==> src/rf_tx_defs.vh <==
`ifndef RF_TX_DEFS_VH
`define RF_TX_DEFS_VH
// register offsets
`define ADDR_BIT_FRAME_ADJUST 6'h0f
`define ADDR_TRANSMIT_DRIVER_CONTROL 6'h11
`define ADDR_CARRIER_CONDUCTANCE 6'h12
`define ADDR_MODULATION_CONDUCTANCE 6'h13
// reset values
`define RST_BIT_FRAME_ADJUST 8'h00
`define RST_TRANSMIT_DRIVER_CONTROL 8'h48
`define RST_CARRIER_CONDUCTANCE 8'h3f
`define RST_MODULATION_CONDUCTANCE 8'h05
// field positions
`define RX_ALIGN_MSB 6
`define RX_ALIGN_LSB 4
`define TX_LAST_MSB 2
`define TX_LAST_LSB 0
`define MOD_SRC_MSB 6
`define MOD_SRC_LSB 5
`define FORCE_ASK_BIT 4
`define TX2_INV_BIT 3
`define TX2_CW_BIT 2
`define TX2_RFEN_BIT 1
`define TX1_RFEN_BIT 0
`define COND_MSB 5
// modulator source codes
`define MOD_SRC_LOW 2'h0
`define MOD_SRC_HIGH 2'h1
`define MOD_SRC_ENCODER 2'h2
`endif

==> src/rf_tx_control.v <==
`timescale 1ns/1ps
`default_nettype none
`include "rf_tx_defs.vh"

// What this block does
// - first received bit lands at the programmed alignment bit position
// - later bits go one position higher; alignment 111 wraps to next byte
// - alignment field clears itself when reception ends
// - last byte sends only the programmed bit count; 000 sends all eight
// - final-byte bit count clears itself when transmission ends
// - modulator input: low, high, encoder, or reserved by two-bit select
// - force bit gives full-depth ASK ignoring modulation conductance
// - invert bit makes driver b output the inverted carrier
// - unmodulated bit keeps driver b a plain carrier, else modulation
// - driver b enable gives modulated carrier, else constant level
// - driver a enable gives modulated carrier, else constant level
// - carrier conductance field sets drive strength during carrier
// - modulation conductance field sets drive strength while modulating
module rf_tx_control
(
  input wire clk_sys,
  input wire rst_n,
  input wire clk_en,
  // parallel host port
  input wire [5:0] host_addr,
  input wire host_wr,
  input wire host_rd,
  input wire [7:0] host_wdata,
  output reg [7:0] host_rdata,
  // transmit framing
  input wire tx_byte_valid,
  input wire tx_byte_last,
  input wire [7:0] tx_byte,
  output reg tx_byte_ready,
  input wire tx_encoder_bit,
  output reg tx_bit,
  output reg tx_bit_valid,
  output reg tx_frame_done,
  // receive framing
  input wire rx_bit_valid,
  input wire rx_bit,
  input wire rx_frame_end,
  output reg [7:0] rx_byte,
  output reg rx_byte_valid,
  // carrier and drivers
  input wire carrier,
  output reg modulator_input,
  output reg antenna_driver_a,
  output reg antenna_driver_b,
  output reg [5:0] drive_conductance
);

  // -------------------------------------------------------------------
  // registers
  // -------------------------------------------------------------------
  reg [7:0] bit_frame_adjust_reg;
  reg [7:0] transmit_driver_control_reg;
  reg [7:0] carrier_conductance_reg;
  reg [7:0] modulation_conductance_reg;
  wire [2:0] rx_first_bit_position;
  wire [2:0] final_byte_bit_count;
  wire [1:0] modulator_input_select;
  wire full_depth_ask_force;
  wire second_driver_invert;
  wire second_driver_unmodulated;
  wire second_driver_rf_enable;
  wire first_driver_rf_enable;
  wire [5:0] carrier_drive_conductance;
  wire [5:0] modulation_drive_conductance;
  assign rx_first_bit_position =
    bit_frame_adjust_reg[`RX_ALIGN_MSB:`RX_ALIGN_LSB];
  assign final_byte_bit_count =
    bit_frame_adjust_reg[`TX_LAST_MSB:`TX_LAST_LSB];
  assign modulator_input_select =
    transmit_driver_control_reg[`MOD_SRC_MSB:`MOD_SRC_LSB];
  assign full_depth_ask_force = transmit_driver_control_reg[`FORCE_ASK_BIT];
  assign second_driver_invert = transmit_driver_control_reg[`TX2_INV_BIT];
  assign second_driver_unmodulated = transmit_driver_control_reg[`TX2_CW_BIT];
  assign second_driver_rf_enable = transmit_driver_control_reg[`TX2_RFEN_BIT];
  assign first_driver_rf_enable = transmit_driver_control_reg[`TX1_RFEN_BIT];
  assign carrier_drive_conductance = carrier_conductance_reg[`COND_MSB:0];
  assign modulation_drive_conductance =
    modulation_conductance_reg[`COND_MSB:0];

  // -------------------------------------------------------------------
  // pin synchronisers
  // -------------------------------------------------------------------
  reg [2:0] rx_meta_reg;
  reg [2:0] rx_sync_reg;
  reg carrier_meta_reg;
  reg carrier_sync_reg;
  wire rx_valid_s;
  wire rx_bit_s;
  wire rx_end_s;

  always @(posedge clk_sys or negedge rst_n)
  begin
    if (!rst_n)
    begin
      rx_meta_reg <= 3'h0;
      rx_sync_reg <= 3'h0;
      carrier_meta_reg <= 1'b0;
      carrier_sync_reg <= 1'b0;
    end
    else if (clk_en)
    begin
      rx_meta_reg <= {rx_frame_end, rx_bit, rx_bit_valid};
      rx_sync_reg <= rx_meta_reg;
      carrier_meta_reg <= carrier;
      carrier_sync_reg <= carrier_meta_reg;
    end
  end

  assign rx_valid_s = rx_sync_reg[0];
  assign rx_bit_s = rx_sync_reg[1];
  assign rx_end_s = rx_sync_reg[2];

  // -------------------------------------------------------------------
  // transmit serialiser
  // -------------------------------------------------------------------
  localparam TX_IDLE = 1'b0;
  localparam TX_SHIFT = 1'b1;
  reg tx_state_reg;
  reg [7:0] tx_shift_reg;
  reg [3:0] tx_left_reg;
  reg tx_last_reg;
  reg tx_end_pulse;
  wire [3:0] tx_bits_this_byte;
  assign tx_bits_this_byte = (tx_byte_last && final_byte_bit_count != 3'h0)
    ? {1'b0, final_byte_bit_count} : 4'h8;
  always @(posedge clk_sys or negedge rst_n)
  begin
    if (!rst_n)
    begin
      tx_state_reg <= TX_IDLE;
      tx_shift_reg <= 8'h00;
      tx_left_reg <= 4'h0;
      tx_last_reg <= 1'b0;
      tx_end_pulse <= 1'b0;
      tx_byte_ready <= 1'b0;
      tx_bit <= 1'b0;
      tx_bit_valid <= 1'b0;
      tx_frame_done <= 1'b0;
    end
    else if (clk_en)
    begin
      tx_end_pulse <= 1'b0;
      tx_frame_done <= 1'b0;
      tx_bit_valid <= 1'b0;
      tx_byte_ready <= 1'b0;
      case (tx_state_reg)
        TX_IDLE:
        begin
          if (tx_byte_valid && !tx_byte_ready)
          begin
            tx_byte_ready <= 1'b1;
            tx_shift_reg <= tx_byte;
            tx_left_reg <= tx_bits_this_byte;
            tx_last_reg <= tx_byte_last;
            tx_state_reg <= TX_SHIFT;
          end
        end
        TX_SHIFT:
        begin
          tx_bit <= tx_shift_reg[0];
          tx_bit_valid <= 1'b1;
          tx_shift_reg <= {1'b0, tx_shift_reg[7:1]};
          tx_left_reg <= tx_left_reg - 4'h1;
          if (tx_left_reg == 4'h1)
          begin
            tx_state_reg <= TX_IDLE;
            if (tx_last_reg)
            begin
              tx_frame_done <= 1'b1;
              tx_end_pulse <= 1'b1;
            end
          end
        end
        default:
          tx_state_reg <= TX_IDLE;
      endcase
    end
  end

  // -------------------------------------------------------------------
  // receive aligner
  // -------------------------------------------------------------------
  reg [2:0] rx_pos_reg;
  reg rx_active_reg;
  reg rx_end_pulse;
  wire [2:0] rx_pos_now;
  assign rx_pos_now = rx_active_reg ? rx_pos_reg : rx_first_bit_position;

  always @(posedge clk_sys or negedge rst_n)
  begin
    if (!rst_n)
    begin
      rx_pos_reg <= 3'h0;
      rx_active_reg <= 1'b0;
      rx_end_pulse <= 1'b0;
      rx_byte <= 8'h00;
      rx_byte_valid <= 1'b0;
    end
    else if (clk_en)
    begin
      rx_byte_valid <= 1'b0;
      rx_end_pulse <= 1'b0;
      if (rx_valid_s)
      begin
        rx_byte[rx_pos_now] <= rx_bit_s;
        rx_active_reg <= 1'b1;
        rx_pos_reg <= rx_pos_now + 3'h1;
        if (rx_pos_now == 3'h7)
          rx_byte_valid <= 1'b1;
        if (rx_pos_now == 3'h0)
          rx_byte <= {7'h00, rx_bit_s};
      end
      else if (rx_end_s && rx_active_reg)
      begin
        rx_active_reg <= 1'b0;
        rx_end_pulse <= 1'b1;
        if (rx_pos_reg != 3'h0)
          rx_byte_valid <= 1'b1;
      end
    end
  end

  // -------------------------------------------------------------------
  // host register access
  // -------------------------------------------------------------------
  always @(posedge clk_sys or negedge rst_n)
  begin
    if (!rst_n)
    begin
      bit_frame_adjust_reg <= `RST_BIT_FRAME_ADJUST;
      transmit_driver_control_reg <= `RST_TRANSMIT_DRIVER_CONTROL;
      carrier_conductance_reg <= `RST_CARRIER_CONDUCTANCE;
      modulation_conductance_reg <= `RST_MODULATION_CONDUCTANCE;
      host_rdata <= 8'h00;
    end
    else if (clk_en)
    begin
      if (host_wr)
      begin
        case (host_addr)
          `ADDR_BIT_FRAME_ADJUST:
            bit_frame_adjust_reg <= host_wdata;
          `ADDR_TRANSMIT_DRIVER_CONTROL:
            transmit_driver_control_reg <= host_wdata;
          `ADDR_CARRIER_CONDUCTANCE:
            carrier_conductance_reg <= host_wdata;
          `ADDR_MODULATION_CONDUCTANCE:
            modulation_conductance_reg <= host_wdata;
          default:
            bit_frame_adjust_reg <= bit_frame_adjust_reg;
        endcase
      end
      // hardware clear wins over a same-cycle write
      // clear alignment and final-byte bit count
      if (rx_end_pulse)
        bit_frame_adjust_reg[`RX_ALIGN_MSB:`RX_ALIGN_LSB] <= 3'h0;
      if (tx_end_pulse)
        bit_frame_adjust_reg[`TX_LAST_MSB:`TX_LAST_LSB] <= 3'h0;
      if (host_rd)
      begin
        case (host_addr)
          `ADDR_BIT_FRAME_ADJUST: host_rdata <= bit_frame_adjust_reg;
          `ADDR_TRANSMIT_DRIVER_CONTROL:
            host_rdata <= transmit_driver_control_reg;
          `ADDR_CARRIER_CONDUCTANCE: host_rdata <= carrier_conductance_reg;
          `ADDR_MODULATION_CONDUCTANCE:
            host_rdata <= modulation_conductance_reg;
          default: host_rdata <= 8'h00;
        endcase
      end
    end
  end

  // -------------------------------------------------------------------
  // modulator and antenna drivers
  // -------------------------------------------------------------------
  reg mod_next;
  reg mod_b_next;
  reg carrier_b;
  always @*
  begin
    case (modulator_input_select)
      `MOD_SRC_LOW: mod_next = 1'b0;
      `MOD_SRC_HIGH: mod_next = 1'b1;
      `MOD_SRC_ENCODER: mod_next = tx_encoder_bit;
      default: mod_next = 1'b0;
    endcase
    mod_b_next = second_driver_unmodulated ? 1'b0 : mod_next;
    carrier_b = second_driver_invert ? ~carrier_sync_reg : carrier_sync_reg;
  end

  always @(posedge clk_sys or negedge rst_n)
  begin
    if (!rst_n)
    begin
      modulator_input <= 1'b0;
      antenna_driver_a <= 1'b0;
      antenna_driver_b <= 1'b0;
      drive_conductance <= 6'h00;
    end
    else if (clk_en)
    begin
      modulator_input <= mod_next;
      antenna_driver_a <= first_driver_rf_enable &
        (carrier_sync_reg & ~(mod_next & full_depth_ask_force));
      antenna_driver_b <= second_driver_rf_enable &
        (carrier_b & ~(mod_b_next & full_depth_ask_force));
      if (mod_next && full_depth_ask_force)
        drive_conductance <= 6'h00;
      else if (mod_next)
        drive_conductance <= modulation_drive_conductance;
      else
        drive_conductance <= carrier_drive_conductance;
    end
  end

endmodule // rf_tx_control
`default_nettype wire

==> config.mk <==
export PLATFORM = sky130hd
export DESIGN_NAME = rf_tx_control
export DESIGN_NICKNAME = d
export VERILOG_FILES = /design/src/rf_tx_control.v
export VERILOG_INCLUDE_DIRS = /design/src
export SDC_FILE = /design/constraint.sdc
export NUM_CORES = 1
export LEC_CHECK = 0
export BUFFER_PORTS_ARGS = -buffer_cell sky130_fd_sc_hd__buf_2
export CORE_MARGIN = 2
export CORE_UTILIZATION = 59
export CTS_BUF_LIST = sky130_fd_sc_hd__clkbuf_4 sky130_fd_sc_hd__clkbuf_8
export DETAILED_ROUTE_END_ITERATION = 10
export PLACE_DENSITY = 0.91
export SYNTH_ARGS = -nofsm -noshare
export SYNTH_HDL_FRONTEND = slang
export SYNTH_SLANG_ARGS = --single-unit
==> constraint.sdc <==
create_clock -name clk_sys -period 2.6 [get_ports clk_sys]
set_clock_uncertainty 0.15 [all_clocks]
set_input_delay 0.26 -clock clk_sys [delete_from_list [all_inputs] [get_ports clk_sys]]
set_output_delay 0.26 -clock clk_sys [all_outputs]
set_load 0.005 [all_outputs]
After elaboration in Yosys (flattened, before gate mapping)
Cells that the tools add are included.
{"block": "word_totals", "out_inout_bits": 30, "elab_cells": 113, "in_bits": 34, "regBits": 89}
{"block": "classes", "order_cmp": 2, "n_eq_ne": 9, "reduce_logical": 26, "mux": 36, "bitwise": 10, "n_addsub": 2}
{"operator": "one-hot mux 8 bit (4 select lines)", "n": 1}
{"operator": "AND reduction 3 bit", "n": 7}
{"operator": "== test 6 x 5 -> 1 bit (second input constant)", "n": 3}
{"operator": "two-way mux 1 bit", "n": 18}
{"operator": "two-way mux 8 bit", "n": 2}
{"operator": "one-hot mux 8 bit (2 select lines)", "n": 1}
{"operator": "two-way mux 7 bit", "n": 2}
{"operator": "two-way mux 6 bit", "n": 2}
{"operator": "AND reduction 2 bit", "n": 5}
{"operator": "nonzero test 2 bit", "n": 5}
{"operator": "two-way mux 3 bit", "n": 3}
{"operator": "bitwise mux 8 bit", "n": 1}
{"operator": "two-way mux 4 bit", "n": 2}
{"operator": "one-hot mux 4 bit (2 select lines)", "n": 1}
{"operator": "bitwise AND 1 bit", "n": 6}
{"operator": "== test 6 x 4 -> 1 bit (second input constant)", "n": 1}
{"operator": "nonzero test 3 bit", "n": 2}
{"operator": "logical AND 1 bit", "n": 5}
{"operator": "== test 4 x 1 -> 1 bit (second input constant)", "n": 1}
{"operator": "less-than comparator 3 x 4 -> 1 bit (second input constant)", "n": 1}
{"operator": "inverter 1 bit", "n": 4}
{"operator": "one-hot mux 1 bit (2 select lines)", "n": 2}
{"operator": "subtractor 4 x 1 -> 4 bit (second input constant)", "n": 1}
{"operator": "adder 3 x 1 -> 3 bit (second input constant)", "n": 1}
{"operator": "8 further kinds", "n": 8}

Longest topological paths before layout
Gate-level depths: netlist of the first run.
{"block": "logic_depth", "ltp_word": 7, "ltp_mapped": 8, "ltp_nobuf": 8}

Worst setup path before layout of the first run
OpenSTA, ideal clock, no wires.
{"block": "synth_path", "kind": "reg-to-reg", "from": "reg rx_active_reg", "to": "reg rx_byte[3]", "period_less_slack_ns": 2.179, "path_slack_ns": 0.421, "stages_incl_launch_ff": 7, "setup_ns": 0.149, "path_buffers": 0, "t_required_ns": 2.301, "arrival_ns": 1.880, "path_cell_list": "dfrtp_1 -> mux2i_1 -> ha_1 -> inv_1 -> or3_1 -> o311ai_0 -> o41ai_1"}
{"block": "synth_via", "elab_chain_len": 7, "elab_cells_between_ends": 9, "classes_between": "order compare: 2; mux: 5; reduce/logical: 2"}
{"element": "start, declared", "line_no": "rf_tx_control.v:189", "rtl": "reg rx_active_reg;"}
{"element": "start signal, assigned", "line_no": "rf_tx_control.v:199", "rtl": "rx_active_reg <= 1'b0;"}
{"element": "start signal, assigned", "line_no": "rf_tx_control.v:211", "rtl": "rx_active_reg <= 1'b1;"}
{"element": "start signal, assigned", "line_no": "rf_tx_control.v:220", "rtl": "rx_active_reg <= 1'b0;"}
{"element": "two-way mux 3 bit *", "line_no": "rf_tx_control.v:192", "rtl": "assign rx_pos_now = rx_active_reg ? rx_pos_reg : rx_first_bit_position;"}
{"element": "less-than comparator 3 x 4 -> 1 bit (not written as such) or greater-or-equal comparator 3 x 1 -> 1 bit (tied branches)", "line_no": "rf_tx_control.v:210", "rtl": "rx_byte[rx_pos_now] <= rx_bit_s;"}
{"element": "logical AND 1 bit (not written as such)", "line_no": "rf_tx_control.v:210"}
{"element": "two-way mux 1 bit (not written as such)", "line_no": "rf_tx_control.v:210"}
{"element": "demux 1 bit (select 3 bit)", "line_no": "rf_tx_control.v:210"}
{"element": "bitwise mux 8 bit", "line_no": "rf_tx_control.v:210"}
{"element": "two-way mux 8 bit *", "line_no": "rf_tx_control.v:215", "rtl": "if (rx_pos_now == 3'h0)"}
{"element": "end signal, assigned by index", "line_no": "rf_tx_control.v:210"}
{"element": "end signal, assigned", "line_no": "rf_tx_control.v:216", "rtl": "rx_byte <= {7'h00, rx_bit_s};"}
{"element": "end, declared", "line_no": "rf_tx_control.v:43", "rtl": "output reg [7:0] rx_byte,"}
Mark *: on every way between the ends. The rest lies on a longest branch, timed or not.
A chain may end at the register's enable or synchronous reset.

Worst setup path in the final report of the first run
{"block": "layout_path", "from": "reg rx_active_reg", "to": "reg rx_byte[7]"}
The elaborated chain is that of the path after synthesis.

==> results of run 1 <==
==> per-layer routing <==
| metal | vias to the layer above | GRT usage | part of all wire |
|---|---|---|---|
| li1 | 1530 | - | - |
| met1 | 1685 | 0.344 | 0.40 |
| met2 | 143 | 0.440 | 0.50 |
| met3 | 29 | 0.0550 | 0.072 |
| met4 | 0 | 0.140 | 0.026 |
| met5 | - | 0 | 0 |
==> logic make-up after synthesis <==
logic type,share of synthesized area
adders and majority gates,0.0238
AOI/OAI and AO/OA,0.131
muxes,0.134
and+or+nand+nor,0.148
buffers and inverters,0.0286
DFF,0.533
xor gates and xnor gates,0.00208
==> path summary, 6_finish.rpt <==
path / start / end
worst max-delay path: rx_active_reg$_DFFE_PN0P_ / rx_byte[7]$_DFFE_PN0P_
worst min-delay path: host_wdata[7] / modulation_conductance_reg[7]$_DFFE_PN0P_
worst max register to register: rx_active_reg$_DFFE_PN0P_ / rx_byte[7]$_DFFE_PN0P_
worst min register to register: rx_byte[4]$_DFFE_PN0P_ / rx_byte[4]$_DFFE_PN0P_
max in group asynchronous: rst_n / modulation_conductance_reg[0]$_DFFE_PN1P_
min in group asynchronous: rst_n / rx_meta_reg[2]$_DFFE_PN0P_
==> per-stage QoR <==
| stage | cell area, um2 | hold slack [ps] | util |
|---|---|---|---|
| 6_report | 5000 | 31.7 | 0.732 |
| 5_1_grt | 5000 | 25.5 | 0.732 |
| 4_1_cts | 5000 | 7.71 | 0.731 |
| 3_5_place_dp | 4690 | 157 | 0.686 |
| 3_3_place_gp | 4690 | 149 | 0.686 |
| 2_1_floorplan | 4200 | -186 | - |
==> report_power, final <==
part / leakage, nW / switching [mW] / internal, mW
Clock: 0.127 / 0.488 / 0.676
Sequential: 1.13 / 0.187 / 1.62
Combinational: 1.10 / 0.434 / 0.366
Total: 2.36 / 1.11 / 2.66
==> layout make-up <==
class	count	area, um2
flip-flops and latches	89	2240
fillers	465	1830
clock inverters	5	104
repair buffers	81	480
inverters	17	63.8
clock buffers	11	145
well taps	96	120
multi-input cells	257	1850
==> placed cells by master, fill, tap and decap left out, types with 3 or more instances in the layout <==
cell	synthesis	routed
a21oi_1	15	15
a221oi_1	8	8
a22o_1	7	7
a31oi_1	7	7
buf_2	0	62
buf_4	1	12
bufinv_16	0	3
clkbuf_8	0	10
dfrtp_1	79	79
dfstp_2	10	10
dlygate4sd3_1	0	6
ha_1	8	8
inv_1	16	16
mux2_2	38	38
mux2i_1	12	11
nand2_1	41	41
nand3_1	6	6
nand3b_1	21	21
nor2_1	14	14
nor3_1	4	4
o21ai_0	39	38
o31ai_1	3	3
==> worst max-delay path, cell delays in order, from the launching register on <==
cell,delay [ps]
dfrtp_1,470
mux2i_2,520
ha_1,240
inv_1,60
or3_1,430
o311ai_0,140
o41ai_1,160
==> what timing repair did <==
item / CTS / global route
hold buffers: 6 / 0
endpoints found under the hold margin: 51 / 0
gates resized for setup: 0 / 1
endpoints found under the setup margin: 0 / 2
==> impl_results.md, run 1 <==
- Standard-cell rows: 30
- Synth warn: 0
- Antenna viol nets, final: 0
- Tightest Hold Check Type: in2reg
- RSZ-0062 raised after global routing: no
- Syn_nets: 419
- DR DRC count: 0
- Gr usage total: 0.270
- Max FO, Critical Path: 11
- WP data required: about 2700 ps
- Pre-CTS setup slack: 129 ps
- Height of the die: 88.4 um
- Avg Inst Size Synth: 11.1 um2
- Sequential fraction of the synthesis area: 0.533
- DR vias/cell: a little over 6
- I/O pin cnt: 64
- Final period util: 0.885
- Via count: 3,387
- Setup crit end kind: flip-flop
- Starting Density: 0.615
- DP Wirelength: 6630 um
- Clk buf depth: 2
- ANT cells: 0
- Worst Path Class, Setup: reg2reg
- Yosys top cell area share: 0.470
- Leakage: 2.36 nW
- First-pass GRT wire length: ~16,000 um
- GRT overflow: 0
- CP startpoint kind: flip-flop
- First-pass detailed-route iteration total: 4
- Final worst slack: about 300 ps
- R2R depth: 6
- Reg2Reg Setup Slack: ~300 ps
- Final Slew Violations: 0
- Die Width: 88.4 um
- WP data arrival: 2370 ps
- Syn Std Cell Area: approximately 4200 um2
- Synth top area cells: dfrtp_1 (47%), mux2_2 (10%), dfstp_2 (6.3%)
- Synth Register Bits: 89
- WL per Instance: 17.6 um
- DRT Wirelength: approximately 9800 um
- Root buffer selected by CTS: clkbuf_8
- Leading area contributor after synthesis: dfrtp_1
- Worst Tran Pin Value: 638 ps
- Post-CTS setup buffers: 0
- CTS tree: done
- Initial antenna violation count: 0
- Final hold vios: 0
- Mapped Cells: approximately 380
- Post-synth ARST share: 1.00
- Setup TNS: 0 ps
- Dpl cells: around 530
- Fmax: 0.435 GHz
- Layout cells sized above 1: 0.317
- Clk_lat worst skew: 350 ps
- I/O Buffers: 63
- PD cells: between 700 and 800 nW/um2
- Clock transition at the registers of the reported paths: about 90 ps
- CTS buffer count: 9
- Netlist cell types: 47
- Largest net degree at the start of global routing: 48
- Die area: 7810 um2
- Vias in the first global route: 3,435
- Final non-filler cell total: 556
- Post-synth top flop: dfrtp_1
- Routability cong.: 0.877
- Status: finished, final reports clean
- Synth top cells by count: dfrtp_1 (79), nand2_1 (41), o21ai_0 (39), mux2_2 (38), nand3b_1 (21)
- Design Power: 3.77 mW
- Layout Area Growth over Synthesis: 19.0%
- Max-cap violations: 0
- Slew HR: 0.573
- Count leader, synth: dfrtp_1
- Total core area: 6830 um2
- Post-synth EDFFs: 0
- Total clock sinks: slightly below 90
- Max VDD drop: between 400 and 500 uV
- Drt initial violations: 373
- Final worst path period need: 2300 ps
- Min-Delay Path Depth: 2
- Final setup violation count: 0
- Final #Nets: roughly 500
- H-tree depth: 3
No activity file was read; power rests on OpenSTA's default activity.
==> inputs of run 2 (changes only) <==
Settings changed: CTS_BUF_LIST sky130_fd_sc_hd__clkbuf_4 sky130_fd_sc_hd__clkbuf_8 to sky130_fd_sc_hd__clkbuf_8, PLACE_DENSITY 0.91 to default, PLACE_DENSITY_LB_ADDON from default to 0.15.
==> impl_results.md, run 2 (synthesis gave the netlist of run 1 again) <==
- Pre-CTS setup slack: around 340 ps
- Most frequent cells in the layout: dfrtp_1 (79), buf_2 (62), nand2_1 (41)
- Reg2reg start: rx_active_reg$_DFFE_PN0P_
- Die Width: a little under 90 um
- Fmax: between 0.4 and 0.5 GHz
- Final worst path period need: 2200 ps
- Final hold vios: 0
- Min Hold Slack: 20.4 ps
- Final Slew Violations: 0
- Reg2reg end: rx_byte[7]$_DFFE_PN0P_
- Standard-cell rows: 30
- CTS tree: done
- DP Area: 4690 um2
- Initial antenna violation count: 0
- Clock group share of total power: 0.278
- Drt initial violations: 170
- Worst Path Class, Setup: reg2reg
- Largest net degree at the start of global routing: 48
- CTS buffer count: 9
- PD cells: 722 nW/um2
- Max VDD drop: 406 uV
- Status: finished, final reports clean
- Hold Path Origin: host_wdata[6]
- Vias in the first global route: 3,115
- Crit path from: rx_active_reg$_DFFE_PN0P_
- Layout cells sized above 1: 0.315
- Leakage: 2.34 nW
- DRT Wirelength: 9100 um
- Worst Tran Pin Value: roughly 570 ps
- Max FO, Critical Path: 6
- Clk_lat worst skew: 350 ps
- Tightest Hold Check Type: in2reg
- Internal power: 2.51 mW
- Die area: approximately 7800 um2
- Design Power: 3.58 mW
- RSZ-0062 raised after global routing: no
- CP startpoint kind: flip-flop
- Total clock sinks: 89
- Most common cell after layout, fill and taps aside: dfrtp_1
- Sw power: 1.07 mW
- R2R depth: 7
- GRT overflow: 0
- Fin util: 0.726
- Max-cap violations: 0
- Sw Share: 0.299
- Final setup violation count: 0
- Post-CTS setup buffers: 0
- Antenna viol nets, final: 0
- Reg2Reg Setup Slack: 400 ps
- Total core area: 6830 um2
- Height of the die: between 80 and 90 um
- Root buffer selected by CTS: clkbuf_8
- H-tree depth: 3
- Final non-filler cell total: 556
- Finished Cell Area: 4960 um2
- First-pass GRT wire length: 14,900 um
- DP Wirelength: roughly 6500 um
- Final period util: 0.847
- Clk buf depth: 2
- Slew HR: 0.617
- Setup TNS: 0 ps
- Gr usage total: 0.249
- Setup crit end kind: flip-flop
- Via count: 3,185
- WP data arrival: 2280 ps
- First-pass detailed-route iteration total: 4
- ANT cells: 0
- Starting Density: 0.615
- Clock transition at the registers of the reported paths: 80 ps
- Final worst slack: about 400 ps
- Sequential Power Share: 0.499
- Gate power share: 0.223
- Routability cong.: 0.824
- I/O Buffers: 63
- WP data required: 2670 ps
- Crit path to: rx_byte[7]$_DFFE_PN0P_
- WL per Instance: 16.4 um
- DR vias/cell: roughly 5.7
- Layout Area Growth over Synthesis: 18.1%
- Final #Nets: 497
- DR DRC count: 0
- I/O pin cnt: 64
- Dpl cells: around 530
run 2: changes by cell type in the layout (fill, tap and decap cells not counted):
cell,delta
bufinv_16,-2
clkbuf_4,-1
clkbuf_8,+2
clkinv_4,-1
clkinvlp_4,+2
mux2i_1,+1
mux2i_2,-1
run 2: power by group through the flow:
stage,Sequential (mW),Combinational [mW],Clock (mW)
global placement,1.80,0.750,0
global route,1.82,0.909,1.07
detailed placement,1.81,0.787,0
CTS,1.79,0.801,1.01
floorplan,1.77,0.536,0
finish,1.79,0.798,0.997
run 2: metal layers:
metal | share of wire | vias to the layer above | track usage
met5 | 0 | - | 0
met4 | 0.021 | 0 | 0.0909
met3 | 0.047 | 19 | 0.0550
met1 | 0.45 | 1533 | 0.324
li1 | - | 1538 | -
met2 | 0.48 | 95 | 0.413
run 2: layout make-up:
cell class                      count  area [um2]
Sequential cell                    89        2240
Fill cell                         498        1870
Clock inverter                      4        50.0
Tap cell                           96         120
Multi-Input combinational cell    257        1840
Inverter                           17        63.8
Timing Repair Buffer               81         480
Clock buffer                       12         165
run 2: worst min path at each step:
stage,to,depth (start not counted)
floorplan,antenna_driver_a$_DFFE_PN0P_,0
global placement,rx_byte[5]$_DFFE_PN0P_,1
detailed placement,rx_byte[5]$_DFFE_PN0P_,1
CTS,transmit_driver_control_reg[6]$_DFFE_PN1P_,3
global route,transmit_driver_control_reg[6]$_DFFE_PN1P_,3
finish,transmit_driver_control_reg[6]$_DFFE_PN1P_,3
run 2: critical path: stages, from the launching register on:
cell and delay (ps):
dfrtp_1 460, mux2_2 430, inv_1 110, ha_1 150, inv_1 50, or3_1 450, o311ai_0 140, o41ai_1 140
run 2: timing repair:
action	in CTS	in global routing
hold endpoints to repair	46	0
hold buffers	6	0
gates resized for setup	0	0
